File: src/tfa_defs.svh
/*
 * timing counts, pin positions and reset values for the touch feedback,
 * arbiter and self-test block.
 * assumes: included by bare name from files that need the figures.
 */
`ifndef TFA_DEFS_SVH
`define TFA_DEFS_SVH

// ------------------------------------------------------------
// clock and millisecond timebase
// ------------------------------------------------------------
`define TFA_CLK_HZ 40000000
`define TFA_CLK_NS 25
`define TFA_MS_NS 1000000
`define TFA_MS_CYC (`TFA_MS_NS / `TFA_CLK_NS)

// ------------------------------------------------------------
// self-test failure signalling
// ------------------------------------------------------------
`define TFA_ERR_BLINK_HZ 2
`define TFA_ERR_TOGGLE_MS (1000 / (2 * `TFA_ERR_BLINK_HZ))
`define TFA_ERR_SIGNAL_MS 2000
`define TFA_ERR_TOGGLES (`TFA_ERR_SIGNAL_MS / `TFA_ERR_TOGGLE_MS)

// ------------------------------------------------------------
// buzzer tone: code k selects (k+1) kHz, 1 kHz to 4 kHz
// ------------------------------------------------------------
`define TFA_BUZZ_MIN_KHZ 1
`define TFA_BUZZ_HALF(k) (`TFA_CLK_HZ / (2 * 1000 * ((k) + `TFA_BUZZ_MIN_KHZ)))
`define TFA_BUZZ_PIN 11

// ------------------------------------------------------------
// reset values and sensing input count
// ------------------------------------------------------------
`define TFA_IRQ_RESET 1'b1
`define TFA_SENSE_COUNT 12

`endif

File: src/tfa_pkg.sv
/*
 * types shared by the touch feedback, arbiter and self-test block.
 * assumes: compiled before every module that imports it.
 */
package tfa_pkg;

	// configuration profile as loaded over the configuration port
	typedef struct packed {
		logic buzz_en; // buzzer replaces sensing on input eleven
		logic buzz_od; // 1: open-drain, 0: push-pull
		logic [1:0] buzz_khz; // tone code, (code+1) kHz
		logic [15:0] buzz_ms; // longest buzz, in ms
		logic mutex_en; // mutually exclusive buttons
		logic timeout_en; // touch timeout
		logic [15:0] timeout_ms; // touch timeout, in ms
		logic selftest_en; // startup self-test
		logic [11:0] sense_en; // enabled sensing inputs
		logic [11:0] slider_mask; // inputs owned by the slider
	} tfa_cfg_t;

	// one event toward the host event buffer
	typedef struct packed {
		logic valid; // one-cycle pulse
		logic is_release; // 1: release, 0: touch
		logic [3:0] index; // sensing input number
	} tfa_evt_t;

	// touch delta of each sensing input
	typedef logic [11:0][15:0] tfa_delta_t;

	// startup sequence
	typedef enum logic [1:0] {
		TFA_WAIT = 2'b00,
		TFA_TEST = 2'b01,
		TFA_SIGNAL = 2'b10,
		TFA_RUN = 2'b11
	} tfa_state_t;

endpackage

File: src/tfa_core.sv
/*
 * post-qualification logic of a capacitive touch controller: buzzer
 * feedback, mutually exclusive button arbiter, touch timeout timers and
 * startup self-test with failure signalling on the event interrupt.
 * assumes: qualification engine, self-test comparators, event buffer
 * and configuration store all run on clk; the i2c engine reads
 * slave_ack_ok; the pad ring resolves buzz_pin_out / buzz_pin_oe_n.
 */
// How it works
// RULE1: new touch starts buzzer square wave
// RULE2: buzzer uses input eleven, excluded from sensing
// RULE3: buzz ends at duration or last release
// RULE4: tone selectable from 1 kHz to 4 kHz
// RULE5: buzzer pin push-pull or open-drain
// RULE6: mutex reports one input until released
// RULE7: other inputs qualified but withheld from host
// RULE8: simultaneous touches report largest delta
// RULE9: after release, report other active input
// RULE10: otherwise report highest index still active
// RULE11: mutex timeout runs on reported input only
// RULE12: self-test enabled inputs before scanning
// RULE13: failed inputs disabled, scanning on the rest
// RULE14: errors toggle interrupt 2 Hz for 2 s
// RULE15: programmer loads profile over config port
// RULE16: interrupt output is push-pull
// RULE17: acknowledge address only while interrupt low
// RULE18: slider inputs exempt from mutual exclusion
// RULE19: idle buzzer rests low, no extension
`timescale 1ns/1ps
`default_nettype none
`include "tfa_defs.svh"

module tfa_core import tfa_pkg::*; #(
	parameter int N_SENSE = `TFA_SENSE_COUNT,
	parameter int MS_CYCLES = `TFA_MS_CYC
) (
	input wire logic clk,
	input wire logic rstn,
	input wire tfa_cfg_t cfg,
	input wire logic [11:0] qual_active,
	input wire tfa_delta_t touch_delta,
	input wire logic test_done,
	input wire logic [11:0] test_fault,
	input wire logic pkt_pending,
	output logic [11:0] scan_enable,
	output logic scan_start,
	output logic test_req,
	output tfa_evt_t host_evt,
	output logic [11:0] timeout_release,
	output logic event_irq_out,
	output logic slave_ack_ok,
	output logic buzz_pin_out,
	output logic buzz_pin_oe_n
);

	// ------------------------------------------------------------
	// elaboration checks
	// ------------------------------------------------------------
	if (N_SENSE != `TFA_SENSE_COUNT || MS_CYCLES < 2 || MS_CYCLES > 65535) begin : g_bad_param
		$error("tfa_core: unsupported N_SENSE or MS_CYCLES");
	end

	// ------------------------------------------------------------
	// millisecond timebase
	// ------------------------------------------------------------
	logic [15:0] ms_cnt; // cycles into the current ms
	logic ms_tick; // one-cycle enable every ms
	logic [15:0] next_ms_cnt;
	logic next_ms_tick;

	always_comb begin
		next_ms_tick = (ms_cnt == 16'(MS_CYCLES - 1));
		next_ms_cnt = next_ms_tick ? 16'h0000 : ms_cnt + 16'h0001;
	end

	always_ff @(posedge clk or negedge rstn) begin
		if (!rstn) begin
			ms_cnt <= 16'h0000;
			ms_tick <= 1'b0;
		end else begin
			ms_cnt <= next_ms_cnt;
			ms_tick <= next_ms_tick;
		end
	end

	// ------------------------------------------------------------
	// startup self-test and interrupt pin
	// ------------------------------------------------------------
	tfa_state_t state;
	tfa_state_t next_state;
	logic [11:0] fail; // inputs that failed the self-test
	logic [11:0] next_fail;
	logic [11:0] st_ms; // ms into the current toggle
	logic [11:0] next_st_ms;
	logic [3:0] toggles; // toggles done so far
	logic [3:0] next_toggles;
	logic [11:0] next_scan_enable;
	logic next_test_req;
	logic next_irq;
	logic next_ack;

	// next values of the startup sequence
	always_comb begin
		next_state = state;
		next_fail = fail;
		next_st_ms = st_ms;
		next_toggles = toggles;
		next_test_req = 1'b0;
		next_irq = event_irq_out;
		unique case (state)
			TFA_WAIT: begin
				next_test_req = cfg.selftest_en; // RULE12
				next_state = cfg.selftest_en ? TFA_TEST : TFA_RUN;
			end
			TFA_TEST: begin
				next_test_req = ~test_done;
				if (test_done) begin
					next_fail = test_fault & cfg.sense_en; // RULE13
					next_st_ms = 12'h000;
					next_toggles = 4'h1;
					// first toggle at once: the pin drops from its idle high
					next_irq = (|(test_fault & cfg.sense_en)) ? 1'b0 : 1'b1; // RULE14
					next_state = (|(test_fault & cfg.sense_en)) ? TFA_SIGNAL : TFA_RUN;
				end
			end
			TFA_SIGNAL: begin
				if (ms_tick) begin
					next_st_ms = st_ms + 12'h001;
					if (st_ms == 12'(`TFA_ERR_TOGGLE_MS - 1)) begin
						next_st_ms = 12'h000;
						if (toggles == 4'(`TFA_ERR_TOGGLES)) begin
							next_state = TFA_RUN; // RULE14
						end else begin
							next_irq = ~event_irq_out; // RULE14
							next_toggles = toggles + 4'h1;
						end
					end
				end
			end
			TFA_RUN: begin
				// low means a packet waits; always driven both ways
				next_irq = ~pkt_pending; // RULE16
			end
		endcase
		// entering run: the pin follows the event buffer from the first cycle
		if (next_state == TFA_RUN && state != TFA_RUN) begin
			next_irq = ~pkt_pending;
		end
		next_ack = (next_state == TFA_RUN) & ~next_irq; // RULE17
		next_scan_enable = 12'h000;
		if (next_state == TFA_RUN) begin
			next_scan_enable = cfg.sense_en & ~next_fail; // RULE13
			if (cfg.buzz_en) begin
				next_scan_enable[`TFA_BUZZ_PIN] = 1'b0; // RULE2
			end
		end
	end

	always_ff @(posedge clk or negedge rstn) begin
		if (!rstn) begin
			state <= TFA_WAIT;
			fail <= 12'h000;
			st_ms <= 12'h000;
			toggles <= 4'h0;
			test_req <= 1'b0;
			event_irq_out <= `TFA_IRQ_RESET;
			slave_ack_ok <= 1'b0;
			scan_enable <= 12'h000;
			scan_start <= 1'b0;
		end else begin
			state <= next_state;
			fail <= next_fail;
			st_ms <= next_st_ms;
			toggles <= next_toggles;
			test_req <= next_test_req;
			event_irq_out <= next_irq;
			slave_ack_ok <= next_ack;
			scan_enable <= next_scan_enable;
			scan_start <= (next_state == TFA_RUN); // RULE13
		end
	end

	// ------------------------------------------------------------
	// buzzer on/off
	// ------------------------------------------------------------
	logic [11:0] live; // qualified active on a scanned input
	logic [11:0] prev_live;
	logic buzz_on;
	logic next_buzz_on;
	logic [15:0] buzz_ms_cnt;
	logic [15:0] next_buzz_ms_cnt;
	logic wave; // tone from the generator

	assign live = qual_active & scan_enable;

	// a fresh touch while sounding is ignored, so the buzz never stretches
	always_comb begin
		next_buzz_on = buzz_on;
		next_buzz_ms_cnt = buzz_ms_cnt;
		if (!buzz_on) begin
			next_buzz_ms_cnt = 16'h0000;
			next_buzz_on = cfg.buzz_en & (|(live & ~prev_live)); // RULE1
		end else if (!cfg.buzz_en || !(|live)) begin
			next_buzz_on = 1'b0; // RULE3
		end else if (ms_tick) begin
			next_buzz_ms_cnt = buzz_ms_cnt + 16'h0001;
			if (buzz_ms_cnt + 16'h0001 >= cfg.buzz_ms) begin
				next_buzz_on = 1'b0; // RULE3
			end
		end
	end

	always_ff @(posedge clk or negedge rstn) begin
		if (!rstn) begin
			prev_live <= 12'h000;
			buzz_on <= 1'b0;
			buzz_ms_cnt <= 16'h0000;
		end else begin
			prev_live <= live;
			buzz_on <= next_buzz_on; // RULE19
			buzz_ms_cnt <= next_buzz_ms_cnt;
		end
	end

	tfa_tone u_tone (
		.clk(clk),
		.rstn(rstn),
		.run(buzz_on),
		.khz(cfg.buzz_khz),
		.wave(wave)
	);

	// ------------------------------------------------------------
	// buzzer pin drive
	// ------------------------------------------------------------
	logic next_pin_out;
	logic next_pin_oe_n;

	always_comb begin
		next_pin_out = 1'b0;
		next_pin_oe_n = 1'b1; // pin left to the sensing front end
		if (cfg.buzz_en) begin
			if (cfg.buzz_od) begin
				// open-drain: pull low, let go for the high half
				next_pin_oe_n = buzz_on & wave; // RULE5
			end else begin
				next_pin_oe_n = 1'b0; // RULE2
				next_pin_out = buzz_on & wave; // RULE19
			end
		end
	end

	always_ff @(posedge clk or negedge rstn) begin
		if (!rstn) begin
			buzz_pin_out <= 1'b0;
			buzz_pin_oe_n <= 1'b1;
		end else begin
			buzz_pin_out <= next_pin_out;
			buzz_pin_oe_n <= next_pin_oe_n;
		end
	end

	// ------------------------------------------------------------
	// host event arbiter
	// ------------------------------------------------------------
	logic [11:0] vis; // button inputs the host may hear of
	logic [11:0] shadow; // what the host believes is active
	logic [11:0] next_shadow;
	tfa_evt_t next_evt;

	function automatic logic [3:0] lowest(input logic [11:0] m);
		lowest = 4'h0;
		for (int i = 11; i >= 0; i--) begin
			if (m[i]) lowest = 4'(i);
		end
	endfunction

	function automatic logic [3:0] highest(input logic [11:0] m);
		highest = 4'h0;
		for (int i = 0; i < 12; i++) begin
			if (m[i]) highest = 4'(i);
		end
	endfunction

	// ties in delta go to the lower input number
	function automatic logic [3:0] largest(input logic [11:0] m, input tfa_delta_t d);
		logic [15:0] best;
		best = 16'h0000;
		largest = lowest(m);
		for (int i = 0; i < 12; i++) begin
			if (m[i] && d[i] > best) begin
				best = d[i];
				largest = 4'(i);
			end
		end
	endfunction

	assign vis = live & ~cfg.slider_mask; // RULE18

	// one event per cycle at most; the event buffer takes every pulse
	always_comb begin
		next_shadow = shadow;
		next_evt = '0;
		if (cfg.mutex_en) begin
			if (|(shadow & ~vis)) begin
				next_evt.valid = 1'b1; // RULE9
				next_evt.is_release = 1'b1;
				next_evt.index = lowest(shadow & ~vis);
				next_shadow = shadow & vis;
			end else if (shadow == 12'h000 && |vis) begin
				next_evt.valid = 1'b1; // RULE6
				if (|(vis & ~prev_live)) begin
					next_evt.index = largest(vis & ~prev_live, touch_delta); // RULE8
				end else begin
					next_evt.index = highest(vis); // RULE10
				end
				next_shadow[next_evt.index] = 1'b1;
			end
			// any other change stays internal until the reported one goes
		end else if (|(shadow ^ vis)) begin
			next_evt.valid = 1'b1;
			next_evt.index = lowest(shadow ^ vis);
			next_evt.is_release = shadow[next_evt.index];
			next_shadow[next_evt.index] = vis[next_evt.index];
		end
	end

	always_ff @(posedge clk or negedge rstn) begin
		if (!rstn) begin
			shadow <= 12'h000;
			host_evt <= '0;
		end else begin
			shadow <= next_shadow; // RULE7
			host_evt <= next_evt;
		end
	end

	// ------------------------------------------------------------
	// touch timeout, one timer per input
	// ------------------------------------------------------------
	for (genvar g = 0; g < 12; g++) begin : g_tmo
		logic [15:0] tmo; // ms this touch has lasted
		logic [15:0] next_tmo;
		logic fired; // already forced; wait for the drop
		logic next_fired;
		logic run;
		logic next_rel;

		// under mutex only the reported touch (or a slider input) ages
		assign run = cfg.timeout_en & live[g] & (~cfg.mutex_en | shadow[g] | cfg.slider_mask[g]); // RULE11

		always_comb begin
			next_tmo = tmo;
			next_fired = fired;
			next_rel = 1'b0;
			if (!run) begin
				next_tmo = 16'h0000;
				next_fired = 1'b0;
			end else if (ms_tick && !fired) begin
				next_tmo = tmo + 16'h0001;
				if (tmo + 16'h0001 >= cfg.timeout_ms) begin
					next_rel = 1'b1;
					next_fired = 1'b1;
				end
			end
		end

		always_ff @(posedge clk or negedge rstn) begin
			if (!rstn) begin
				tmo <= 16'h0000;
				fired <= 1'b0;
				timeout_release[g] <= 1'b0;
			end else begin
				tmo <= next_tmo;
				fired <= next_fired;
				timeout_release[g] <= next_rel;
			end
		end
	end

endmodule
`default_nettype wire

File: src/tfa_tone.sv
/*
 * square-wave tone generator for the buzzer.
 * assumes: run and khz come from logic on the same clock.
 */
`timescale 1ns/1ps
`default_nettype none
`include "tfa_defs.svh"

module tfa_tone import tfa_pkg::*; (
	input wire logic clk,
	input wire logic rstn,
	input wire logic run,
	input wire logic [1:0] khz,
	output logic wave
);

	// ------------------------------------------------------------
	// half-period lookup
	// ------------------------------------------------------------
	// a table instead of a divider: only four tones exist
	function automatic logic [14:0] half_of(input logic [1:0] k);
		unique case (k)
			2'h0: half_of = 15'(`TFA_BUZZ_HALF(0));
			2'h1: half_of = 15'(`TFA_BUZZ_HALF(1));
			2'h2: half_of = 15'(`TFA_BUZZ_HALF(2));
			2'h3: half_of = 15'(`TFA_BUZZ_HALF(3));
		endcase
	endfunction

	logic [14:0] cnt; // cycles into the current half period
	logic [14:0] next_cnt;
	logic next_wave;

	// next values: wave and counter rest at zero while idle
	always_comb begin
		next_cnt = cnt + 15'h0001;
		next_wave = wave;
		if (!run) begin
			next_cnt = 15'h0000;
			next_wave = 1'b0;
		end else if (cnt >= half_of(khz) - 15'h0001) begin
			next_cnt = 15'h0000; // RULE4
			next_wave = ~wave;
		end
	end

	// registers
	always_ff @(posedge clk or negedge rstn) begin
		if (!rstn) begin
			cnt <= 15'h0000;
			wave <= 1'b0;
		end else begin
			cnt <= next_cnt;
			wave <= next_wave;
		end
	end

endmodule
`default_nettype wire

File: config.mk
export PLATFORM = sky130hd
export DESIGN_NAME = tfa_core
export DESIGN_NICKNAME = d
export VERILOG_FILES = /design/src/tfa_pkg.sv /design/src/tfa_core.sv /design/src/tfa_tone.sv
export VERILOG_INCLUDE_DIRS = /design/src /design/src/src
export SDC_FILE = /design/constraint.sdc
export NUM_CORES = 2
export LEC_CHECK = 0
export BUFFER_PORTS_ARGS = -buffer_cell sky130_fd_sc_hd__buf_2
export CAP_MARGIN = 10
export CELL_PAD_IN_SITES_DETAIL_PLACEMENT = 1
export CELL_PAD_IN_SITES_GLOBAL_PLACEMENT = 2
export CORE_ASPECT_RATIO = 0.8
export CORE_MARGIN = 2
export CORE_UTILIZATION = 37
export CTS_CLUSTER_SIZE = 40
export DETAILED_ROUTE_END_ITERATION = 8
export GPL_ROUTABILITY_DRIVEN = 0
export PLACE_DENSITY = 0.84
export SYNTH_ARGS = -nofsm -noshare
export SYNTH_HDL_FRONTEND = slang
export SYNTH_SLANG_ARGS = --single-unit
File: constraint.sdc
create_clock -name clk -period 38.4 [get_ports clk]
set_input_delay 7.68 -clock clk [delete_from_list [all_inputs] [get_ports clk]]
set_output_delay 7.68 -clock clk [all_outputs]
set_load 0.02 [all_outputs]
Word-level counts from Yosys, hierarchy flattened
Cells that the tools add are included.

storage, ports and cells
  logic and storage cells = 573
  bits in registers = 344

cells by class
  bitwise operators = 71
  add/subtract/negate cells = 18
  muxes and demuxes = 282
  reduce and logical (&&, ||, !) cells = 71
  order comparisons = 30
  equal/unequal tests = 43

operator list
  cell                                                            number
  two-way mux 16 bit                                              83
  two-way mux 4 bit                                               70
  adder 16 x 1 -> 16 bit, second input constant                   14
  >= comparator 16 bit                                            13
  greater-than comparator 16 bit                                  11
  two-way mux 12 bit                                              10
  two-way mux 1 bit                                               98
  AND 12 bit                                                      8
  OR reduction 12 bit                                             7
  one-hot mux 15 bit (4 select lines)                             1
  inequality test 2 x 1 -> 1 bit, second input constant           25
  inverter 12 bit                                                 4
  two-way mux 15 bit                                              3
  logical AND 1 bit                                               28
  AND reduction 2 bit                                             14
  AND 1 bit                                                       27
  bitwise OR 1 bit                                                24
  one-hot mux 12 bit (2 select lines)                             1
  == test 16 bit, second input constant                           1
  greater-than comparator 16 x 1 -> 1 bit, second input constant  1
  adder 15 x 1 -> 15 bit, second input constant                   1
  >= comparator 15 bit                                            1
  subtractor 15 x 1 -> 15 bit, second input constant              1
  logical NOT 1 bit                                               14
  28 further kinds                                                55

Logic depth before layout (Yosys ltp)
  depth in word-level cells = 94
  gate-level depth with buffers = 173
  mapped depth without buffers = 154

Cells and area by module
From an unflattened synthesis, not the netlist that was laid out.

second synthesis, totals
  cells, all modules = 3597
  area, all modules = 30525.5 um2

modules (own cells, without submodules)
  module    cells an instance  instances  seq. area each (um2)  area an instance (um2)
  tfa_core  3492               1          8210.4                29468.3
  tfa_tone  105                1          400.4                 1057.3

Worst setup path before layout
Ideal clock, no wire load.

  kind = input to register
  from = input port qual_active[0]
  to = register shadow[5]
  data required time = 38.318 ns
  setup time = 0.082 ns
  data arrival time = 34.546 ns
  path buffers = 19
  slack = 3.772 ns
  cell stages on the path = 167
  cells stage by stage = nand2_1 > inv_1 > nand2b_1 > nor2_1 > and2_1 > clkbuf_1 > clkbuf_1 > nand2_1 > ha_1 > nand4_1 > or4_4 > a21o_1 > a31oi_4 > clkbuf_1 > clkbuf_1 > nand2_1 > o21ai_0 > inv_1 > (+131 left out) > ha_1 > nor2b_1 > o21a_1 > o21ai_0 > nand2b_1 > a21oi_1 > nor2b_1 > o21ai_0 > nand2b_1 > a21oi_1 > o31ai_1 > a21o_1 > a21oi_1 > o21bai_1 > nand2b_1 > o41ai_2 > or3b_1 > o22ai_1

between the ends
  longest elaborated chain between the ends = 94
  elaborated cells on any way between the ends = 130

ends and longest elaborated chain
  what                                                                                               line                              source
  from (decl)                                                                                        tfa_core.sv:40                    input wire logic [11:0] qual_active,
  AND 12 bit *                                                                                       tfa_core.sv:194                   assign live = qual_active & scan_enable;
  via live[0]                                                                                        tfa_core.sv:186                   logic [11:0] live;
  AND 12 bit *                                                                                       tfa_core.sv:298                   assign vis = live & ~cfg.slider_mask;
  AND 12 bit                                                                                         tfa_core.sv:312, tfa_core.sv:313
  logical AND 1 bit                                                                                  tfa_core.sv:291                   if (m[i] && d[i] > best) begin
  two-way mux 16 bit                                                                                 tfa_core.sv:291
  two-way mux 16 bit                                                                                 tfa_core.sv:312                   if (|(vis & ~prev_live)) begin
  two-way mux 16 bit                                                                                 tfa_core.sv:310                   end else if (shadow == 12'h000 && |vis) begin
  (+79 left out)                                                                                     --
  < comparator 4 x 5 -> 1 bit (not written as such) or >= comparator 4 x 1 -> 1 bit (tied branches)  tfa_core.sv:317                   next_shadow[next_evt.index] = 1'b1;
  logical AND 1 bit (not written as such)                                                            tfa_core.sv:317
  two-way mux 1 bit (not written as such)                                                            tfa_core.sv:317
  demux 1 bit (select 4 bit)                                                                         tfa_core.sv:317
  bitwise OR 12 bit (no line)                                                                        --
  two-way mux 12 bit                                                                                 tfa_core.sv:310
  two-way mux 12 bit                                                                                 tfa_core.sv:305                   if (|(shadow & ~vis)) begin
  two-way mux 12 bit                                                                                 tfa_core.sv:304                   if (cfg.mutex_en) begin
  to (signal assigned)                                                                               tfa_core.sv:333                   shadow <= next_shadow;
  to (decl)                                                                                          tfa_core.sv:267                   logic [11:0] shadow;

Mark *: on every way through the listed nets, which the timed path passes. The rest lies on a longest branch. The select of a mux whose other input is x is not followed.
A chain may end at the register's enable or synchronous reset.

Worst setup path in the final report
Ends and elaborated chain as after synthesis.

==> reports/metrics.csv <==
metric,value,unit
CTS H-tree lvls,2,
CP top delay family,compound AO/OA/AOI/OAI gates,
share of the clock period used by the worst path,0.926,
Syn Nets,4307,
CP Max Fanout,33,
setup TNS,0,ns
sw frac,0.348,
hold path cells,1,
clock latency on the worst-skew pair,0.58,ns
Final setup viols,0,
Final ANT Viol Nets,0,
share of the synthesized area in the top cell type,0.282,
CTS tree,built,
max cap viols,0,
DP HPWL,75.8,mm
crit path time final,35.57,ns
peak supply drop,31.4,µV
Synth Register Bits,344,
total internal power,0.000763,W
Seq pwr share,0.336,
drt drc,0,
clock power share,0.372,
synthesized instance count,3592,
Gate power share,0.292,
WP depth,149,
initial antenna violation count,14,
vias in the first global route,27200,
Most Frequent Cell on Critical Path,a21oi_1,
ys async rst share,1.00,
first-pass GRT wire length,155,mm
CP required,38.89,ns
vias post-DR,26500,
CTS Buf Count,44,
largest area contributor in the netlist,dfrtp_1,
standard-cell rows,93,
Core Area,80800,µm²
most common cell in the netlist,ha_1,
Hold Buf Count CTS,0,
Crit Path Class,in -> reg,
post-DR wirelength/cell,19.6,µm
Main synth FF type,dfrtp_1,
"CTS clk-pin slew, worst paths",0.06,ns
Synth top cells by count,"432 x ha_1, 421 x nor2_1, 384 x nand2_1",
Min Hold Slack,0.493,ns
yosys warns,0,
clock tree sinks,344,
CP Buf/Inv Count,16,
Rel. slew slack,0.316,
pwr/cell area,33.7,nW/µm²
GRT overflow,0,
die width,324,µm
die height,260,µm
Port Buf Inserts,318,
Psw,0.000408,W
FF-to-FF path depth,148,
Leak,18.4,nW
"EDFF count, synth",0,
final number of hold-violating endpoints,0,
Post-Synthesis Cell Area,30300,µm²
top-level I/O count,319,
r2r startpoint,scan_enable[0]$_DFF_PN0_,
Critical Path Start,qual_active[0],
"slowest stage delay, CP",0.60,ns
Max Root-Sink Buffers,3,
Global Route Usage Sum,0.233,
Synth cell types,80,
clk_skew,0.0230,ns
Crit-path slowest cell,or4_4,
initial core utilization,0.375,
fraction of layout cells with a size suffix above 1,0.130,
RSZ-0062 raised after global routing,no,
nets,4600,
die area,84200,µm²
count of final max-slew check failures,0,
critical path endpoint category,register,
Synth-to-Final Area Change,14.6,%
Startpoint Class,input port,
worst min-delay path category,reg -> reg,
Vias/cell,5.29,
CP arrival,36.06,ns
overall routed net length,98.2,mm
Synth area leaders,"dfrtp_1 28%, ha_1 18%, xor2_1 7.7%",
clock root cell,clkbuf_16,
hold path start,ms_cnt[0]$_DFF_PN0_,
synthesized area per cell,8.44,µm²
pin count of the biggest net entering global routing,100,
status,"finished, final reports clean",
f_max,28.1,MHz
Initial DRC Count,1412,
Pre-antenna DRT Iters,5,
slew of the pin with the lowest slew margin,1.02,ns
register area share after synthesis,0.284,
[path summary, 6_finish.rpt]
path	end	slack, ns
setup reg to reg	shadow[5]$_DFFE_PN0P_	9.62
hold reg to reg	ms_cnt[0]$_DFF_PN0_	0.49
max in group asynchronous	buzz_pin_oe_n$_DFF_PN1_	29.25
hold / removal	ms_cnt[0]$_DFF_PN0_	0.49
setup / recovery	shadow[5]$_DFFE_PN0P_	2.83
min in group asynchronous	g_tmo[6].tmo[7]$_DFFE_PN0P_	7.11
[power groups by stage]
| stage | Clock (W) | Combinational (W) | Sequential [W] |
|---|---|---|---|
| finish | 0.000436 | 0.000342 | 0.000393 |
| global placement | 0 | 0.000328 | 0.000398 |
| floorplan | 0 | 0.000209 | 0.000395 |
| CTS | 0.000449 | 0.000336 | 0.000392 |
| global route | 0.000464 | 0.000380 | 0.000394 |
| detailed placement | 0 | 0.000333 | 0.000399 |
[metrics by stage]
stage	utilization	setup WS [ns]	total power (W)	instance area [µm²]	instances
floorplan	-	3.77	0.000603	30300	3592
global placement	0.409	1.35	0.000727	33100	4926
detailed placement	0.409	-0.0390	0.000732	33100	4926
CTS	0.428	0.481	0.00118	34600	5002
global route	0.430	0.0292	0.00124	34700	5007
finish	0.430	2.83	0.00117	34700	5012
[logic make-up after synthesis]
family                     Yosys count  synth area share
xor gates and xnor gates           403             0.116
DFF                                344             0.284
muxes                              105            0.0377
AOI/OAI and AO/OA                  617             0.132
and+or+nand+nor                   1365             0.210
other                                1          0.000124
buffers and inverters              325            0.0410
adders and majority gates          432             0.178
[sequential cells by signal (all words and copies together), names as in the netlist, 2 cells and up]
| signal | flops |
|---|---|
| buzz_ms_cnt | 16 |
| fail | 12 |
| g_tmo.fired | 12 |
| g_tmo.tmo | 192 |
| host_evt | 6 |
| ms_cnt | 16 |
| prev_live | 12 |
| scan_enable | 12 |
| shadow | 12 |
| st_ms | 12 |
| state | 2 |
| timeout_release | 12 |
| toggles | 4 |
| u_tone.cnt | 15 |
[cells in the final DEF, fill, tap and decap left out, drive strengths merged, types with 49 or more instances in the layout]
cell / netlist / routed
nand2b: 70 / 70
and3: 85 / 85
buf: 12 / 342
nand3: 140 / 140
a21o: 179 / 179
nand4: 49 / 49
nor2: 421 / 421
xnor2: 136 / 136
mux2: 56 / 56
a21oi: 130 / 130
nand2: 384 / 384
mux2i: 49 / 49
ha: 432 / 432
dfrtp: 342 / 342
nor2b: 60 / 60
o21ai: 172 / 172
clkbuf: 85 / 65
inv: 228 / 228
xor2: 267 / 267
[final cells by class]
type / count / area [µm²]
repair buffers: 342 / 1790
well taps: 1092 / 1370
clock inverters: 11 / 175
clock buffers: 65 / 1330
multi-input cells: 2925 / 20600
diodes: 5 / 12.5
flip-flops and latches: 344 / 8610
inverters: 228 / 856
fillers: 9726 / 46000
[routing by layer]
| metal | track usage | wire, µm |
|---|---|---|
| met1 | 0.334 | 47500 |
| met2 | 0.366 | 43200 |
| met3 | 0.0361 | 5280 |
| met4 | 0.0529 | 2160 |
| met5 | 0 | 24 |
[what timing repair did]
| item | CTS | global route |
|---|---|---|
| endpoints found under the setup margin | 0 | 16 |
| buffers inserted | 0 | 2 |
| gates resized for setup | 0 | 21 |
No activity file was read; power rests on OpenSTA's default activity.
